--- config.mk ---
export PLATFORM = sky130hd
export DESIGN_NAME = host_master_reset_irq_regs
export DESIGN_NICKNAME = d
export VERILOG_FILES = /design/src/design/host_master_regs_pkg.sv /design/src/design/host_master_reset_irq_regs.sv
export SDC_FILE = /design/constraint.sdc
export NUM_CORES = 1
export LEC_CHECK = 0
export BUFFER_PORTS_ARGS = -buffer_cell sky130_fd_sc_hd__buf_4
export CORE_UTILIZATION = 45
export DETAILED_ROUTE_END_ITERATION = 12
export GPL_ROUTABILITY_DRIVEN = 0
export PLACE_DENSITY = 0.82
export SETUP_SLACK_MARGIN = 0.3
export SYNTH_ARGS = -nofsm -noshare
export SYNTH_HDL_FRONTEND = slang
export SYNTH_SLANG_ARGS = --single-unit
--- constraint.sdc ---
create_clock -name i_core_clk -period 3.51 [get_ports i_core_clk]
set_input_delay 0.1755 -clock i_core_clk [delete_from_list [all_inputs] [get_ports i_core_clk]]
set_output_delay 0.1755 -clock i_core_clk [all_outputs]
set_load 0.1 [all_outputs]
--- src/design/host_master_regs_pkg.sv ---
// package for the host master control register bank
// assumes a 32-bit host target port decoded against a memory base address
package host_master_regs_pkg;

	// --------------------------------------------------------------
	// register offsets and fields
	// --------------------------------------------------------------
	localparam logic [11:0] OFF_SOFTWARE_RESET_CONTROL = 12'h000;
	localparam logic [11:0] OFF_INTERRUPT_ENABLE_MASK = 12'h004;
	localparam logic [11:0] OFF_EVENT_STATUS = 12'h008;
	localparam int SW_RESET_BIT = 15;
	localparam int NUM_EVENTS = 16;
	localparam int SYS_ERR_BIT = 0;
	localparam logic [15:0] IRQ_EN_RESET = 16'h0000;
	localparam logic [15:0] STATUS_RESET = 16'h0000;
	localparam logic SW_RESET_RESET = 1'b0;
	localparam logic [31:0] TX_LINK_IDLE = 32'hFFFFFFFF;

	// --------------------------------------------------------------
	// carriers
	// --------------------------------------------------------------
	typedef struct packed {
		logic sel;
		logic wr;
		logic [3:0] byte_lane_en_n;
		logic [31:0] addr;
		logic [31:0] wdata;
	} host_req_t;

	// system error causes
	typedef struct packed {
		logic addr_parity_err;
		logic special_cycle_parity_err;
		logic master_abort_rcvd;
		logic target_abort_det;
	} sys_err_src_t;

	typedef struct packed {
		logic sw_reset;
		logic [15:0] irq_en;
		logic [15:0] status;
		logic [31:0] rdata;
		logic rvalid;
		logic host_irq_n;
		logic [31:0] tx_link_out;
		logic core_reset_n;
		logic standby;
	} regs_state_t;

endpackage

--- src/design/host_master_reset_irq_regs.sv ---
// host master reset and interrupt enable register bank
// assumes single-cycle host target accesses already qualified by the host port
`timescale 1ns/1ps

module host_master_reset_irq_regs
	import host_master_regs_pkg::*;
#(
	parameter int DATA_W = 32
) (
	input wire logic i_core_clk,
	input wire logic i_nrst,
	input wire logic [31:0] i_mem_base,
	input wire logic i_sel,
	input wire logic i_wr,
	input wire logic [3:0] i_byte_lane_en_n,
	input wire logic [31:0] i_addr,
	input wire logic [DATA_W-1:0] i_wdata,
	input wire logic [NUM_EVENTS-1:0] i_event,
	input wire logic [3:0] i_sys_err_src,
	input wire logic [31:0] i_tx_link_data,
	output logic [DATA_W-1:0] o_rdata,
	output logic o_rvalid,
	output logic o_host_irq_n,
	output logic [31:0] o_tx_link_out,
	output logic o_core_reset_n,
	output logic o_standby
);

	// ----------------------------------------------------------------
	// request decode
	// ----------------------------------------------------------------
	host_req_t req;
	sys_err_src_t serr;
	logic [31:0] rel_addr;
	logic lanes_on;
	logic hit_rst;
	logic hit_en;
	logic hit_stat;
	logic [NUM_EVENTS-1:0] ev;
	regs_state_t state_reg;
	regs_state_t state_next;

	// access qualifiers
	logic rd_req;
	logic wr_req;
	logic wr_rst;
	logic wr_en;
	logic wr_stat;
	logic any_hit;
	logic sys_err_hit;

	// read words, clear mask and interrupt term
	logic [31:0] rst_word;
	logic [31:0] en_word;
	logic [31:0] stat_word;
	logic [NUM_EVENTS-1:0] stat_clr;
	logic irq_any;

	// named enable bits
	logic tx_underflow_irq_en;
	logic tx_complete_irq_en;
	logic tx_free_full_irq_en;
	logic tx_ready_read_irq_en;
	logic tx_free_write_irq_en;
	logic rx_ready_full_irq_en;
	logic rx_free_empty_irq_en;
	logic rx_ready_write_irq_en;
	logic rx_large_free_read_irq_en;
	logic rx_small_free_read_irq_en;
	logic rx_overrun_irq_en;
	logic rx_format_err_irq_en;
	logic rx_abort_irq_en;
	logic rx_checksum_err_irq_en;
	logic parity_err_irq_en;
	logic sys_err_irq_en;

	// named status flags
	logic tx_underflow_flag;
	logic tx_complete_flag;
	logic tx_free_full_flag;
	logic tx_ready_read_flag;
	logic tx_free_write_flag;
	logic rx_ready_full_flag;
	logic rx_free_empty_flag;
	logic rx_ready_write_flag;
	logic rx_large_free_read_flag;
	logic rx_small_free_read_flag;
	logic rx_overrun_flag;
	logic rx_format_err_flag;
	logic rx_abort_flag;
	logic rx_checksum_err_flag;
	logic parity_err_flag;
	logic sys_err_flag;

	// gather request fields
	assign req = '{sel: i_sel, wr: i_wr, byte_lane_en_n: i_byte_lane_en_n, addr: i_addr, wdata: 32'(i_wdata)};
	assign serr = i_sys_err_src;
	assign rel_addr = req.addr - i_mem_base;
	assign lanes_on = req.sel && (req.byte_lane_en_n != 4'hF);
	assign hit_rst = lanes_on && (rel_addr == {20'h00000, OFF_SOFTWARE_RESET_CONTROL});
	assign hit_en = lanes_on && (rel_addr == {20'h00000, OFF_INTERRUPT_ENABLE_MASK});
	assign hit_stat = lanes_on && (rel_addr == {20'h00000, OFF_EVENT_STATUS});

	// any of the four system error causes
	assign sys_err_hit = serr.addr_parity_err
		| serr.special_cycle_parity_err
		| serr.master_abort_rcvd
		| serr.target_abort_det;

	// system error collects four causes into event zero
	always_comb begin
		ev = i_event;
		ev[SYS_ERR_BIT] = i_event[SYS_ERR_BIT] | sys_err_hit;
	end

	// ----------------------------------------------------------------
	// access decode
	// ----------------------------------------------------------------
	// read and write qualifiers of a taken access
	assign rd_req = lanes_on && !req.wr;
	assign wr_req = lanes_on && req.wr;
	assign wr_rst = wr_req && hit_rst;
	assign wr_en = wr_req && hit_en;
	assign wr_stat = wr_req && hit_stat;
	assign any_hit = hit_rst || hit_en || hit_stat;

	// write-one-to-clear mask for the status word
	assign stat_clr = wr_stat ? req.wdata[NUM_EVENTS-1:0] : {NUM_EVENTS{1'b0}};

	// ----------------------------------------------------------------
	// enable bits by name, most significant first
	// ----------------------------------------------------------------
	// unpack the enable word into its sixteen named bits
	assign {
		tx_underflow_irq_en,
		tx_complete_irq_en,
		tx_free_full_irq_en,
		tx_ready_read_irq_en,
		tx_free_write_irq_en,
		rx_ready_full_irq_en,
		rx_free_empty_irq_en,
		rx_ready_write_irq_en,
		rx_large_free_read_irq_en,
		rx_small_free_read_irq_en,
		rx_overrun_irq_en,
		rx_format_err_irq_en,
		rx_abort_irq_en,
		rx_checksum_err_irq_en,
		parity_err_irq_en,
		sys_err_irq_en
	} = state_reg.irq_en;

	// ----------------------------------------------------------------
	// status flags by name, most significant first
	// ----------------------------------------------------------------
	// unpack the status word into its sixteen named flags
	assign {
		tx_underflow_flag,
		tx_complete_flag,
		tx_free_full_flag,
		tx_ready_read_flag,
		tx_free_write_flag,
		rx_ready_full_flag,
		rx_free_empty_flag,
		rx_ready_write_flag,
		rx_large_free_read_flag,
		rx_small_free_read_flag,
		rx_overrun_flag,
		rx_format_err_flag,
		rx_abort_flag,
		rx_checksum_err_flag,
		parity_err_flag,
		sys_err_flag
	} = state_reg.status;

	// ----------------------------------------------------------------
	// interrupt combine
	// ----------------------------------------------------------------
	// each flag reaches the pin only through its own enable
	assign irq_any = (tx_underflow_flag & tx_underflow_irq_en)
		| (tx_complete_flag & tx_complete_irq_en)
		| (tx_free_full_flag & tx_free_full_irq_en)
		| (tx_ready_read_flag & tx_ready_read_irq_en)
		| (tx_free_write_flag & tx_free_write_irq_en)
		| (rx_ready_full_flag & rx_ready_full_irq_en)
		| (rx_free_empty_flag & rx_free_empty_irq_en)
		| (rx_ready_write_flag & rx_ready_write_irq_en)
		| (rx_large_free_read_flag & rx_large_free_read_irq_en)
		| (rx_small_free_read_flag & rx_small_free_read_irq_en)
		| (rx_overrun_flag & rx_overrun_irq_en)
		| (rx_format_err_flag & rx_format_err_irq_en)
		| (rx_abort_flag & rx_abort_irq_en)
		| (rx_checksum_err_flag & rx_checksum_err_irq_en)
		| (parity_err_flag & parity_err_irq_en)
		| (sys_err_flag & sys_err_irq_en);

	// ----------------------------------------------------------------
	// read words
	// ----------------------------------------------------------------
	// reset word: only the reset bit is defined, unused bits read zero
	always_comb begin
		rst_word = 32'h00000000;
		rst_word[SW_RESET_BIT] = state_reg.sw_reset;
	end

	// enable word, unused upper half reads zero
	assign en_word = {
		16'h0000,
		tx_underflow_irq_en,
		tx_complete_irq_en,
		tx_free_full_irq_en,
		tx_ready_read_irq_en,
		tx_free_write_irq_en,
		rx_ready_full_irq_en,
		rx_free_empty_irq_en,
		rx_ready_write_irq_en,
		rx_large_free_read_irq_en,
		rx_small_free_read_irq_en,
		rx_overrun_irq_en,
		rx_format_err_irq_en,
		rx_abort_irq_en,
		rx_checksum_err_irq_en,
		parity_err_irq_en,
		sys_err_irq_en
	};

	// status word, unused upper half reads zero
	assign stat_word = {
		16'h0000,
		tx_underflow_flag,
		tx_complete_flag,
		tx_free_full_flag,
		tx_ready_read_flag,
		tx_free_write_flag,
		rx_ready_full_flag,
		rx_free_empty_flag,
		rx_ready_write_flag,
		rx_large_free_read_flag,
		rx_small_free_read_flag,
		rx_overrun_flag,
		rx_format_err_flag,
		rx_abort_flag,
		rx_checksum_err_flag,
		parity_err_flag,
		sys_err_flag
	};

	// ----------------------------------------------------------------
	// next state
	// ----------------------------------------------------------------
	always_comb begin
		state_next = state_reg;
		// read answer defaults to silence
		state_next.rvalid = 1'b0;
		state_next.rdata = 32'h00000000;

		// reset bit: taken as a whole word, never cleared by itself
		if (wr_rst) begin
			state_next.sw_reset = req.wdata[SW_RESET_BIT];
		end

		// status: hardware sets win over software write-one-to-clear
		state_next.status = (state_reg.status & ~stat_clr) | ev;

		// engine registers back to defaults, host side stays alive
		if (state_reg.sw_reset) begin
			state_next.irq_en = IRQ_EN_RESET;
			state_next.status = STATUS_RESET;
		end else if (wr_en) begin
			state_next.irq_en = req.wdata[NUM_EVENTS-1:0];
		end

		// read answer, one cycle after the access
		if (rd_req && any_hit) begin
			state_next.rvalid = 1'b1;
			if (hit_rst) begin
				state_next.rdata = rst_word;
			end else if (hit_en) begin
				state_next.rdata = en_word;
			end else begin
				state_next.rdata = stat_word;
			end
		end else if (rd_req) begin
			state_next.rvalid = 1'b1; // unmapped reads return zero
		end

		// interrupt pin low while any enabled flag is set
		state_next.host_irq_n = ~irq_any;

		// link pins held high while the engine is in soft reset
		state_next.tx_link_out = state_next.sw_reset ? TX_LINK_IDLE : i_tx_link_data;

		// engine reset and standby follow the reset bit
		state_next.core_reset_n = ~state_next.sw_reset;
		state_next.standby = state_next.sw_reset;
	end

	// ----------------------------------------------------------------
	// state register
	// ----------------------------------------------------------------
	always_ff @(posedge i_core_clk) begin
		if (!i_nrst) begin
			state_reg.sw_reset <= SW_RESET_RESET;
			state_reg.irq_en <= IRQ_EN_RESET;
			state_reg.status <= STATUS_RESET;
			state_reg.rdata <= 32'h00000000;
			state_reg.rvalid <= 1'b0;
			state_reg.host_irq_n <= 1'b1;
			state_reg.tx_link_out <= TX_LINK_IDLE;
			state_reg.core_reset_n <= 1'b0;
			state_reg.standby <= 1'b0;
		end else begin
			state_reg <= state_next;
		end
	end

	// outputs straight from flops
	assign o_rdata = DATA_W'(state_reg.rdata);
	assign o_rvalid = state_reg.rvalid;
	assign o_host_irq_n = state_reg.host_irq_n;
	assign o_tx_link_out = state_reg.tx_link_out;
	assign o_core_reset_n = state_reg.core_reset_n;
	assign o_standby = state_reg.standby;

endmodule

[After elaboration in Yosys (flattened, before gate mapping)]
Cells that the tools add are included.
Operators by class
  reduce and logical (&&, ||, !) cells: 18
  muxes and demuxes: 6
  bitwise gates (word level): 42
  add/sub/neg operators: 1
  eq/ne operators: 3
Operators by type and width (count)
  16-bit 2-to-1 mux: 3
  32-bit by 3-bit == test with 1-bit output, second input constant: 1
  32-bit by 4-bit == test with 1-bit output, second input constant: 1
  32-bit logical NOT: 1
  32-bit subtractor: 1
  1-bit bitwise OR: 19
  1-bit AND: 16
  16-bit AND: 1
  16-bit NOT: 1
  16-bit bitwise OR: 1
  1-bit logical AND: 10
  4-bit inequality test, second input constant: 1
  1-bit NOT: 4
  2-bit OR reduction: 2
  1-bit 2-to-1 mux: 3
  3-bit OR reduction: 1
  1-bit logical OR: 2
  2-bit AND reduction: 1
  1-bit logical NOT: 1
Storage, ports and cells
  input bits: 156
  bits in registers: 100
  output and inout bits: 68
  word-level logic and storage cells: 79

[Logic depth before layout (Yosys ltp)]
Gate-level depths: netlist of the first run.
  depth in word-level cells: 17
  depth in mapped cells: 14
  mapped depth without buffers: 12

[Worst setup path before layout of the first run]
No wires, ideal clock.
  path type: input -> register
  start point: input port i_mem_base[17]
  end point: register state_reg, in the netlist en_word[0]
  arrival time: 3180 ps
  required time: 3438 ps
  cell stages on the path: 14
  buffers on the path: 2
  library setup time: 72 ps
  setup slack: 259 ps
  cells stage by stage: inv_1 > ha_1 > buf_2 > a21oi_2 > o21ai_1 > a21oi_2 > nor2_1 > or4bb_1 > a2111o_1 > nor4_4 > nand4_4 > nor3_4 > buf_6 > mux2i_1
On the way
  word-level cells in the longest chain between the ends: 4
Ends and longest elaborated chain
  start, declared: RTL line host_master_reset_irq_regs.sv:12  | input wire logic [31:0] i_mem_base,
  32-bit subtractor: RTL line host_master_reset_irq_regs.sv:98  | assign rel_addr = req.addr - i_mem_base;
  32-bit by 3-bit == test with 1-bit output: RTL line host_master_reset_irq_regs.sv:101  | assign hit_en = lanes_on && (rel_addr == {20'h00000, OFF_INTERRUPT_ENABLE_MASK});
  1-bit logical AND: RTL line host_master_reset_irq_regs.sv:101
  1-bit logical AND: RTL line host_master_reset_irq_regs.sv:123  | assign wr_en = wr_req && hit_en;
  end signal, assigned: RTL line host_master_reset_irq_regs.sv:313  | state_reg <= state_next;
  end, declared: RTL line host_master_reset_irq_regs.sv:40  | regs_state_t state_reg;
No other way between the ends.
A chain may end at the register's enable or synchronous reset.

[Worst setup path after layout of the first run]
  start point: input port i_mem_base[1]
  end point: register state_reg, in the netlist o_tx_link_out[3]
On the way
  word-level cells in the longest chain between the ends: 6
Ends and longest elaborated chain
  32-bit subtractor: RTL line host_master_reset_irq_regs.sv:98
  32-bit logical NOT: RTL line host_master_reset_irq_regs.sv:100  | assign hit_rst = lanes_on && (rel_addr == {20'h00000, OFF_SOFTWARE_RESET_CONTROL});
  1-bit logical AND: RTL line host_master_reset_irq_regs.sv:100
  1-bit logical AND: RTL line host_master_reset_irq_regs.sv:122  | assign wr_rst = wr_req && hit_rst;
  1-bit 2-to-1 mux: RTL line host_master_reset_irq_regs.sv:258  | if (wr_rst) begin
  2-bit OR reduction (no source line)
No other way between the ends.

==> results.md, run 1 <==
- The flow ran to the end, and the final reports show no timing, DRC or antenna violations.
- Compared with the post-synthesis result, the final layout area differs by 38.0%.
- The total global-route track usage is 25.5%.
- For this block, the initial DRC count from the detailed router was 509.
- The cell that appears most often on the critical path is sky130_fd_sc_hd__buf_4.
- In this run the core area contains 41 standard-cell rows.
- The logic depth of the worst register-to-register path is 5.
- The critical path launch point type is a primary input.
- Timing would allow up to 317 MHz.
- The master of the slowest instance on the critical path is sky130_fd_sc_hd__o211ai_1.
- The count of final setup violators is 0.
- Summed over all nets, wire length on met2 after detailed routing comes to 8400 um.
- The placed instances occupy a cell area of 7710 sq um.
- The sum of net half-perimeters after detailed placement is 13900 um.
- The instance count of the mapped netlist is 775.
- The signal on the critical path passes through buf_4, inv_1, ha_1, and2b_2, o311a_4, o211ai_1, a21boi_0, o311a_1, o21ai_2, nor4_4, and4_1, a21boi_4, buf_4, o21bai_1.
- The library cell used as clock root buffer is sky130_fd_sc_hd__clkbuf_16.
- The full die area is 13600 sq um.
- Dividing total power by cell area gives a power density of 367 nW/um^2.
- The xor and xnor area share after synthesis is 1.48%.
- Of the available clock period, the critical path in the final layout requires 89.8%.
- For the worst-skew pair, the clock arrives at the later sink with an insertion delay of 0.33 ns.
- The critical path runs through a total of 14 cells.
- The largest fanout on the critical path is 18.
- Including well taps, the total number of placed cells is 1140.
- The floorplan step set the die width to 117 um.
- The area of the mapped netlist is 5920 sq um.
- The data arrival time of the critical path is 3.36 ns.
- At the pin with the least slew margin, the transition time is 0.571 ns.
- The final routed DRC violation total is 0.
- After filler insertion, the fill cell instance count of the layout stands at 1134.
- Summed over all cells, the static leakage comes to 0.00369 uW.
- The final layout contains 1171 nets.
- Once the floorplan was initialized, standard cells occupied 46.5% of the core.
- The total count of hold-check failures in the final report is 0.
- Summing the sequential cell areas from Yosys gives 28.4% of the chip area.
- The buffer levels on the longest clock path is 2.
- The first global-routing pass estimated 27500 um of wire.
- The synthesized-area fraction occupied by ao, oa, aoi and oai cells is 27.9%.
- The pin count of the biggest net entering global routing is 50.
- For this run, asynchronously set or reset flops after synthesis account for 0%.
- Excluding fillers, the count of instances in the completed layout stands at 1161.
- Setup repair after global routing could not meet its margin everywhere.
- On the final layout, the worst hold slack is 0.0319 ns.
- Of the total synthesized cell area, the portion taken by AND, OR, NAND and NOR gates is 22.7%.
- The number of max-capacitance violations reported is 0.
- Summed over all layers, the routed wires come to 18200 um.
- The antenna diode count is 0.
- Summed over all instances, the cell type with the most area after synthesis is sky130_fd_sc_hd__dfxtp_1.
- The total congestion overflow after global routing is 0.
- Grouping stages by cell kind, the critical path spends the most delay in compound AO/OA/AOI/OAI gates.
- During I/O placement, the number of pins put on the boundary was 224.
- The reg2reg setup slack is 1.79 ns.
- STA classifies the critical path endpoint as a flip-flop.
- The critical path in this run is classified as primary input to flip-flop.
- The number of H-tree levels is 3.
- The tree built by TritonCTS fans out to 84 sinks.
- For this run, the number of Yosys warnings is 0.
- The routed length on met3 is 1830 um.
- In the post-synthesis netlist, the biggest area contributors are sky130_fd_sc_hd__dfxtp_1 (28%), sky130_fd_sc_hd__ha_1 (6.6%), sky130_fd_sc_hd__nand2_1 (5.3%).
- Counting both buffers and inverters, the worst setup path holds a total of 3.
- The number of antenna violations at the first check in global routing came to 0.
- The met1 wire length is 7490 um.
- Buffers placed on the I/O ports in this run total 191.
- The top cell type's share of synthesized area is 28.4%.
- In the synthesized netlist the dominant register cell turns out to be sky130_fd_sc_hd__dfxtp_1.
- The required time of the critical path is 3.72 ns.
- After floorplanning, the core was sized to cover 12700 sq um.
- The number of cells traversed by the worst hold path is 2.
- The post-synthesis area per instance is 7.64 sq um.
- Yosys mapped a number of flops with a built-in enable equal to 0.
- The largest clock skew in the final design is 0.00660 ns.
- After synthesis, the largest family of logic cells by area is compound AO/OA/AOI/OAI gates.
- The remaining antenna violation count after routing is 0.
- The highest metal layer carrying signal wires in the routed design is met4.
- The total via count in the routed design is 6584.
- The clock slew seen by the registers of the worst setup and hold paths is 0.06 ns.
- After detailed routing, the average wire length per cell comes to 15.7 um.
- The max-slew violation total from the final report is 0.
- The clock tree from TritonCTS is yes.
- The biggest cell delay along the critical path is 0.43 ns.
- The via count normalized by instance count is 5.67.
- Headroom to the max-slew limit came out at 61.7%.
- The via count of the first global-routing pass was 5816.
- The first TritonRoute pass finished after 5 iterations.
- The time the final worst path needs with I/O delays and setup is 3.15 ns.
- The synthesized design contains 84 register bits.
- Across the VDD grid, the largest voltage drop is 0.255 mV.
- The number of different library cells used by synthesis comes to 78.
- The final standard cell area without fillers is 8170 sq um.
- The share of final-layout standard cells stronger than drive strength 1 is 30.4%.
- The floorplan die height is 117 um.
- The fraction of synthesized area in multiplexers is 4.10%.
- Of the total synthesized cell area, the portion taken by full adders, half adders and majority gates is 6.55%.
- The number of clock buffers added by TritonCTS is 9.
- The min-delay analysis places its worst path in the category primary input to flip-flop.
## worst register-to-register path, stage by stage (launching register included)
cell and delay [ns]:
sky130_fd_sc_hd__dfxtp_1 0.38, sky130_fd_sc_hd__nor2_2 0.14, sky130_fd_sc_hd__buf_4 0.40, sky130_fd_sc_hd__a21boi_4 0.33, sky130_fd_sc_hd__buf_4 0.26, sky130_fd_sc_hd__o21bai_1 0.10
## Yosys cell counts, types with 3 or more instances
cell type / n
sky130_fd_sc_hd__o21bai_1: 35
sky130_fd_sc_hd__mux2i_1: 22
sky130_fd_sc_hd__a41o_1: 3
sky130_fd_sc_hd__nor3_1: 26
sky130_fd_sc_hd__o21a_1: 9
sky130_fd_sc_hd__clkbuf_1: 19
sky130_fd_sc_hd__xnor2_1: 5
sky130_fd_sc_hd__and4_1: 4
sky130_fd_sc_hd__o22ai_1: 5
sky130_fd_sc_hd__o21ai_0: 47
sky130_fd_sc_hd__inv_1: 60
sky130_fd_sc_hd__a21o_1: 3
sky130_fd_sc_hd__o31ai_1: 4
sky130_fd_sc_hd__buf_2: 16
sky130_fd_sc_hd__nand2b_1: 3
sky130_fd_sc_hd__a31oi_1: 19
sky130_fd_sc_hd__o21ai_1: 4
sky130_fd_sc_hd__nand3_1: 7
sky130_fd_sc_hd__xor2_1: 5
sky130_fd_sc_hd__a21oi_2: 3
sky130_fd_sc_hd__buf_4: 17
sky130_fd_sc_hd__a2111oi_0: 4
sky130_fd_sc_hd__or3_1: 8
sky130_fd_sc_hd__ha_1: 31
sky130_fd_sc_hd__nor2_1: 66
sky130_fd_sc_hd__a211oi_1: 5
sky130_fd_sc_hd__nor2b_1: 5
sky130_fd_sc_hd__o211ai_1: 5
sky130_fd_sc_hd__dfxtp_1: 84
sky130_fd_sc_hd__nand4_1: 16
sky130_fd_sc_hd__a22oi_1: 19
sky130_fd_sc_hd__nor4_1: 9
sky130_fd_sc_hd__o211a_1: 3
sky130_fd_sc_hd__a221oi_1: 4
sky130_fd_sc_hd__nor4_4: 3
sky130_fd_sc_hd__and2_1: 7
sky130_fd_sc_hd__o2111ai_1: 3
sky130_fd_sc_hd__or2_2: 6
sky130_fd_sc_hd__nand2_1: 84
sky130_fd_sc_hd__a21oi_1: 49
## cells by family (layout without fill, tap and decap cells)
| kind of cell | count (synthesis) | count (layout) |
|---|---|---|
| flops | 84 | 84 |
| simple gates | 263 | 263 |
| mux | 24 | 24 |
| fa+ha+maj | 31 | 31 |
| xor+xnor | 10 | 10 |
| other cells | 1 | 16 |
| compound gates | 247 | 247 |
| buf+inv | 115 | 314 |
## routing by layer
metal  global-route usage (%)  vias to the layer above
li1                         -                     3194
met1                     32.4                     2962
met2                     41.8                      378
met3                     6.85                       50
met4                     8.61                        0
met5                        0                        -
## where the power goes
part           internal [uW]  switching, uW
sequential               987           16.4
clock                    485            377
combinational            415            720
## worst paths after layout
path / start / endpoint
min: i_tx_link_data[18] / o_tx_link_out[18]$_SDFF_PP1_
min reg2reg: en_word[0]$_SDFFE_PP0P_ / en_word[0]$_SDFFE_PP0P_
max: i_mem_base[1] / o_tx_link_out[3]$_SDFF_PP1_
max reg2reg: o_standby$_SDFF_PN0_ / o_tx_link_out[3]$_SDFF_PP1_
## state kept, by name, summed over array words and instances (netlist names), 6 cells and up
signal,count
o_tx_link_out,32
en_word,16
o_rdata,16
stat_word,6
## cell usage in the layout (no fill, tap or decap), types with 24 or more instances in the layout
master                       n
sky130_fd_sc_hd__a21oi_1    47
sky130_fd_sc_hd__nor3_1     24
sky130_fd_sc_hd__ha_1       25
sky130_fd_sc_hd__buf_4     233
sky130_fd_sc_hd__dfxtp_1    84
sky130_fd_sc_hd__o21ai_0    44
sky130_fd_sc_hd__o21bai_1   35
sky130_fd_sc_hd__nor2_1     65
sky130_fd_sc_hd__inv_1      60
sky130_fd_sc_hd__nand2_1    84
## through the flow
step,setup WS [ns],power (uW),util (%),TNS (ns)
6_report,0.359,3000,64.2,0
3_3_place_gp,0.0795,2080,60.6,0
2_1_floorplan,0.301,1770,-,0
3_5_place_dp,-0.0103,2100,60.6,-0.0103
4_1_cts,0.326,2960,62.8,0
5_1_grt,0.247,3150,64.2,0
## what timing repair did
item / CTS / global route
setup endpoints to repair: 0 / 81
setup buffers: 0 / 4
hold buffers: 0 / 0
resized for setup: 0 / 30
## layout make-up
cell class	count	area [sq um]	area share [%]
Inverter	60	225	2.76
Clock buffer	10	229	2.80
Multi-Input combinational cell	591	3920	48.0
Tap cell	172	215	2.63
Clock inverter	6	47.5	0.582
Timing Repair Buffer	238	1850	22.7
Sequential cell	84	1680	20.6
No activity file was read; power rests on OpenSTA's default activity.
==> run 2, diff against run 1 <==
Settings changed: GPL_TIMING_DRIVEN set to 0.
==> results.md, run 2 (same netlist as run 1, synthesis figures left out) <==
- For this block, the via count after detailed routing is 6785.
- Measured along the y axis, the die boundary spans 117 um.
- Using the TritonRoute via totals, the vias-per-cell ratio works out to 5.66.
- Measured against its own limit, the worst slew margin works out to 33.1%.
- The net switching component of the power is 1160 uW.
- The placeable core area is 12700 sq um.
- The worst path uses 89.7% of the clock period.
- The number of iterations in the first detailed-routing pass is 6.
- Entering global routing, the biggest net connects 16 pins.
- The type of the worst setup path is primary input to flip-flop.
- The tree built by TritonCTS fans out to 84 sinks.
- Including well taps, the total number of placed cells is 1153.
- The endpoint class of the critical path is a flip-flop.
- In this run the number of H-tree levels came out at 3.
- In the final design database the tool counted 1209 nets.
- The design draws 3140 uW.
- For the pin with the worst max-slew slack, the measured transition is 0.996 ns.
- The path class of the lowest-slack min-delay path is primary input to flip-flop.
- The number of antenna violations at the first check in global routing is 0.
- Power spread over the standard cell area amounts to 367 nW/um^2.
- The number of flip-flops under the largest register name is 32.
- The largest clock skew in the final design is 0.00830 ns.
- The clock tree from TritonCTS is yes.
- The final standard cell area without fillers is 8560 sq um.
- Global routing used 25.6% of the available tracks across all layers.
- Cell internal power was estimated by the tool at 1980 uW.
- Once detail routing completed, the nets flagged for antenna violations numbered 0.
- The timing-limited maximum frequency is 318 MHz.
- The antenna diode count is 0.
- The total count of hold-check failures in the final report is 0.
- From synthesis to final layout, the design area changed by 44.5%.
- At the worst endpoint, the arrival time is 3.40 ns.
- The number of max-capacitance violations reported is 0.
- The layout has 1083 filler cells.
- The count of final setup violators is 0.
- The initial core utilization is 46.5%.
- The number of top-level design ports is 224.
- The max-slew violation total from the final report came to 0.
- The run finished with clean final reports.
- In this run the tool buffered the top-level ports with 191 buffer cells.
- The total overflow left after global routing is 0.
- The power share of the clock group is 30.2%.
- The worst setup path is launched from a primary input.
- The insertion delay of the later-clocked pin in the worst-skew pair is 0.34 ns.
- In this run the static leakage power is 0.00390 uW.
- The post-detailed-route wirelength per cell is 15.5 um.
- The proportion of power drawn by combinational gates is 37.8%.
- The worst-case IR drop observed on VDD is 0.264 mV.
- The switching power as a share of total power is 36.8%.
- Clock tree synthesis inserted a total of 9 buffers.
- In the routed design, unresolved DRC markers number 0.
- The post-route worst hold slack is 0.0219 ns.
- The floorplan step defined a die boundary enclosing 13600 sq um.
- The required time of the critical path is 3.76 ns.
- The most frequent standard cell in the layout excluding fill and tap cells is sky130_fd_sc_hd__buf_4.
- After detailed placement, the total cell area comes to 7630 sq um.
- The horizontal die dimension is 117 um.
- The number of cells on the worst reg-to-reg path is 5.
- The wire-length estimate of the detail-placed layout is 14000 um.
- The final standard cell count with taps included and fillers excluded is 1199.
- The tree is rooted in a sky130_fd_sc_hd__clkbuf_16.
- The buffer levels on the longest clock path is 2.
- Along the worst path, the maximum fanout reaches 9.
- The clock period could shrink to 3.15 ns.
- The clock slew seen by the registers of the worst setup and hold paths is 0.06 ns.
- The first-iteration detailed-routing DRC count is 579.
- Sequential cells burn 31.9% of the power.
- Setup repair after global routing could not meet its margin everywhere.
- After floorplanning, the core was divided into 41 placement rows.
- Leaving out fill and tap cells, the most frequent cells in the layout are sky130_fd_sc_hd__buf_4 (238), sky130_fd_sc_hd__dfxtp_1 (84), sky130_fd_sc_hd__nand2_1 (80).
- For this block, the routed nets add up to 18600 um of wire.
- The share of final-layout standard cells stronger than drive strength 1 is 34.8%.
- The worst hold path was traced through 2 stages.
- The first-pass GRT wire length is 27400 um.
- The via count of the first global-routing pass was 5863.
## run 2: layer usage
metal	part of all wire [%]	vias to the layer above	GRT usage, %
li1	-	3269	-
met1	40	3037	32.6
met3	11	56	6.18
met4	3.5	0	9.87
met5	0	-	0
met2	45	423	41.7
## run 2: area by class of cell
| class | instances | area, sq um | area share, % |
|---|---|---|---|
| Multi-Input combinational cell | 591 | 4070 | 47.5 |
| Timing Repair Buffer | 221 | 1690 | 19.8 |
| Sequential cell | 84 | 1680 | 19.6 |
| Buffer | 55 | 380 | 4.44 |
| Clock buffer | 9 | 225 | 2.63 |
| Inverter | 60 | 225 | 2.63 |
| Tap cell | 172 | 215 | 2.51 |
| Clock inverter | 7 | 73.8 | 0.863 |
## run 2: final timing paths
check / start / endpoint / slack [ns]
setup / recovery: i_mem_base[14] / en_word[3]$_SDFFE_PP0P_ / 0.36
setup reg to reg: o_standby$_SDFF_PN0_ / en_word[3]$_SDFFE_PP0P_ / 1.60
hold reg to reg: en_word[7]$_SDFFE_PP0P_ / en_word[7]$_SDFFE_PP0P_ / 0.47
hold / removal: i_tx_link_data[21] / o_tx_link_out[21]$_SDFF_PP1_ / 0.02
## run 2: timing repair
item,4_1_cts,5_1_grt
pin swaps,5,28
buffers inserted,5,24
cloned,0,1
gates resized for setup,13,129
setup endpoints to repair,76,82
hold buffers,0,0
## run 2: stage by stage
| step | setup TNS [ns] | utilization, % | setup slack (ns) |
|---|---|---|---|
| floorplan | 0 | - | 0.301 |
| global placement | -34.20 | 60.0 | -0.766 |
| detailed placement | -32.31 | 60.0 | -0.737 |
| CTS | 0 | 63.0 | 0.305 |
| global route | 0 | 67.3 | 0.251 |
| finish | 0 | 67.3 | 0.360 |
## run 2: critical path, stage by stage
cell,delay (ns)
sky130_fd_sc_hd__buf_4,0.08
sky130_fd_sc_hd__inv_1,0.03
sky130_fd_sc_hd__ha_1,0.26
sky130_fd_sc_hd__clkbuf_2,0.21
sky130_fd_sc_hd__and4_1,0.32
sky130_fd_sc_hd__and2_1,0.28
sky130_fd_sc_hd__o21ai_0,0.15
sky130_fd_sc_hd__a21oi_2,0.21
sky130_fd_sc_hd__mux2i_1,0.13
sky130_fd_sc_hd__a211o_1,0.28
sky130_fd_sc_hd__nor4_4,0.35
sky130_fd_sc_hd__nand4_4,0.18
sky130_fd_sc_hd__nor3_4,0.34
sky130_fd_sc_hd__buf_6,0.20
sky130_fd_sc_hd__mux2i_1,0.22
## run 2: power groups by stage
| stage | clock, uW | sequential, uW | combinational (uW) |
|---|---|---|---|
| 2_1_floorplan | 0 | 1170 | 596 |
| 3_3_place_gp | 0 | 1020 | 1030 |
| 3_5_place_dp | 0 | 1020 | 1040 |
| 4_1_cts | 958 | 1000 | 1050 |
| 5_1_grt | 1000 | 1010 | 1270 |
| 6_report | 949 | 1000 | 1190 |
==> run 3, diff against run 2 <==
Settings changed: MAX_ROUTING_LAYER set to met4.
==> results.md, run 3 (same netlist as run 1, synthesis figures left out) <==
- The final standard cell count with taps included and fillers excluded is 1196.
- The cell total after placement is 1153.
- The run finished with clean final reports.
- The finished cells cover 8520 sq um.
- The startpoint identified for the worst register-to-register timing path is o_standby$_SDFF_PN0_.
- In the layout the commonest cells are sky130_fd_sc_hd__buf_4 (233), sky130_fd_sc_hd__dfxtp_1 (84), sky130_fd_sc_hd__nand2_1 (80).
- The number of antenna violations at the first check in global routing is 0.
- The first detailed-routing pass took 6 iterations.
- The sum of net half-perimeters after detailed placement is 14000 um.
- The global-route met1 utilization is 32.6%.
- The total count of hold-check failures in the final report was 0.
- The remaining antenna violation count after routing is 0.
- The type of the worst setup path is primary input to flip-flop.
- The share of final-layout standard cells stronger than drive strength 1 is 33.9%.
- The via count normalized by instance count is 5.65.
- The overall power of the completed layout is 3120 uW.
- The initialized floorplan defines 41 standard-cell rows.
- The number of flip-flops under the largest register name is 32.
- The endpoint of the worst hold path is o_tx_link_out[29]$_SDFF_PP1_.
- The beginning of the worst hold path is i_tx_link_data[29].
- Setup repair after global routing left no endpoint under its margin.
- The terminus of the critical flop-to-flop path is en_word[3]$_SDFFE_PP0P_.
- The final sum of negative setup slack is 0 ns.
- Setup violations remaining at the end of the flow were counted as 0.
- The timing-limited maximum frequency is 313 MHz.
- The required time of the critical path is 3.76 ns.
- The pin count of the biggest net entering global routing is 16.
- The worst hold path passes through 2 cells.
- The area after detailed placement is 7630 sq um.
- The count of buffers added on input and output ports is 191.
- The logic depth of the worst register-to-register path is 5.
- The endpoint class of the critical path is a flip-flop.
- The insertion delay of the later-clocked pin in the worst-skew pair is 0.34 ns.
- The total wirelength of the detailed-routed design is 18600 um.
- The net count of the finished layout is 1206.
- The full die area is 13600 sq um.
- The clock sink total is 84.
- The via count of the first global-routing pass is 5868.
- Across all layers, the routed design uses 6762 vias.
- For this design the ratio of total power to cell area is 366 nW/um^2.
- The largest clock skew in the final design is 0.00766 ns.
- The path class of the lowest-slack min-delay path is primary input to flip-flop.
- Global routing used 26.4% of the available tracks.
- The met3 track utilization from global routing is 6.07%.
- The first global-routing pass estimated 27400 um of wire.
- Counting along the longest clock path gives a buffer depth of 2.
- In this run the count of I/O pins placed on the die edge is 224.
- The maximum vdd drop is 0.261 mV.
- The worst pin sits at a relative slew slack of 35.2%.
- The floorplan die height is 117 um.
- After detailed routing, the number of remaining DRC violations is 0.
- The max-slew violation total from the final report was 0.
- At the pin with the least slew margin, the transition time is 0.965 ns.
- The number of max-capacitance violations reported is 0.
- The library cell used most frequently in the layout, excluding fill and tap cells, is sky130_fd_sc_hd__buf_4.
- The worst register-to-register path has a setup slack of 1.64 ns.
- The clock slew seen by the registers of the worst setup and hold paths is 0.06 ns.
- The H-tree was split into 3 levels.
- The initial core utilization is 46.5%.
- The total congestion overflow after global routing is 0.
- The met2 usage is 41.7%.
- The first-iteration detailed-routing DRC count is 664.
- The data arrival time of the critical path is 3.44 ns.
- TritonCTS built the clock tree.
- The worst path uses 90.9% of the clock period.
- Summed over all cells, the static leakage comes to 0.00388 uW.
- The time the final worst path needs with I/O delays and setup is 3.19 ns.
- The post-route worst hold slack is 0.0238 ns.
- The number of antenna diodes in the final layout is 0.
- TritonCTS created 9 clock buffers.
- The placeable core area is 12700 sq um.
- met2 is the most crowded layer.
- The library cell used as clock root buffer is sky130_fd_sc_hd__clkbuf_16.
- The floorplan step set the die width to 117 um.
- The layout overhead on the synthesized area is 43.8%.
- The worst setup path is launched from a primary input.
- The largest fanout on the critical path is 6.
- The post-detailed-route wirelength per cell is 15.6 um.
## run 3: worst max-delay path: stages
cell and delay [ns]:
sky130_fd_sc_hd__buf_4 0.07, sky130_fd_sc_hd__inv_1 0.03, sky130_fd_sc_hd__ha_1 0.39, sky130_fd_sc_hd__a21oi_2 0.28, sky130_fd_sc_hd__o21ai_1 0.11, sky130_fd_sc_hd__a21o_1 0.24
sky130_fd_sc_hd__a2111oi_1 0.49, sky130_fd_sc_hd__nor4_2 0.16, sky130_fd_sc_hd__nor4_2 0.32, sky130_fd_sc_hd__o2111a_2 0.29, sky130_fd_sc_hd__nand4_4 0.14, sky130_fd_sc_hd__nor3_4 0.31
sky130_fd_sc_hd__buf_6 0.19, sky130_fd_sc_hd__mux2i_1 0.23
## run 3: timing repair
action | CTS | global route
hold buffers | 0 | 0
buffers inserted | 5 | 20
gates cloned | 0 | 2
endpoints found under the hold margin | 0 | 0
gates resized for setup | 13 | 117
pin swaps | 5 | 24
endpoints found under the setup margin | 76 | 82
## run 3: through the flow
step / utilization [%] / setup WS (ns)
3_3_place_gp: 60.0 / -0.766
5_1_grt: 66.9 / 0.189
3_5_place_dp: 60.0 / -0.737
6_report: 66.9 / 0.318
2_1_floorplan: - / 0.301
4_1_cts: 63.0 / 0.305
## run 3: how the worst max path moves through the flow
stage	depth (start not counted)	end	start	slack [ns]
floorplan	14	o_tx_link_out[10]$_SDFF_PP1_	i_mem_base[14]	0.30
global placement	14	o_tx_link_out[9]$_SDFF_PP1_	i_addr[14]	-0.77
detailed placement	15	o_tx_link_out[9]$_SDFF_PP1_	i_mem_base[14]	-0.74
CTS	14	o_tx_link_out[9]$_SDFF_PP1_	i_addr[18]	0.30
global route	14	en_word[10]$_SDFFE_PP0P_	i_mem_base[6]	0.19
finish	14	en_word[10]$_SDFFE_PP0P_	i_mem_base[6]	0.32
## run 3: layout make-up
type,instances,area [sq um]
Timing Repair Buffer,218,1660
Clock buffer,9,225
Inverter,60,225
Sequential cell,84,1680
Clock inverter,7,73.8
Multi-Input combinational cell,591,4050
Fill cell,1090,4210
Buffer,55,382
Tap cell,172,215
## run 3: report_power, final
group	internal (uW)	switching, uW	leakage, uW
logic	429	744	0.00304
registers	987	15.0	0.000692
clock network	556	387	0.000147
## run 3: routing by layer
layer | vias up | part of all wire [%]
li1 | 3264 | -
met1 | 3023 | 40
met2 | 407 | 45
met3 | 68 | 11
met4 | 0 | 3.6
met5 | - | 0
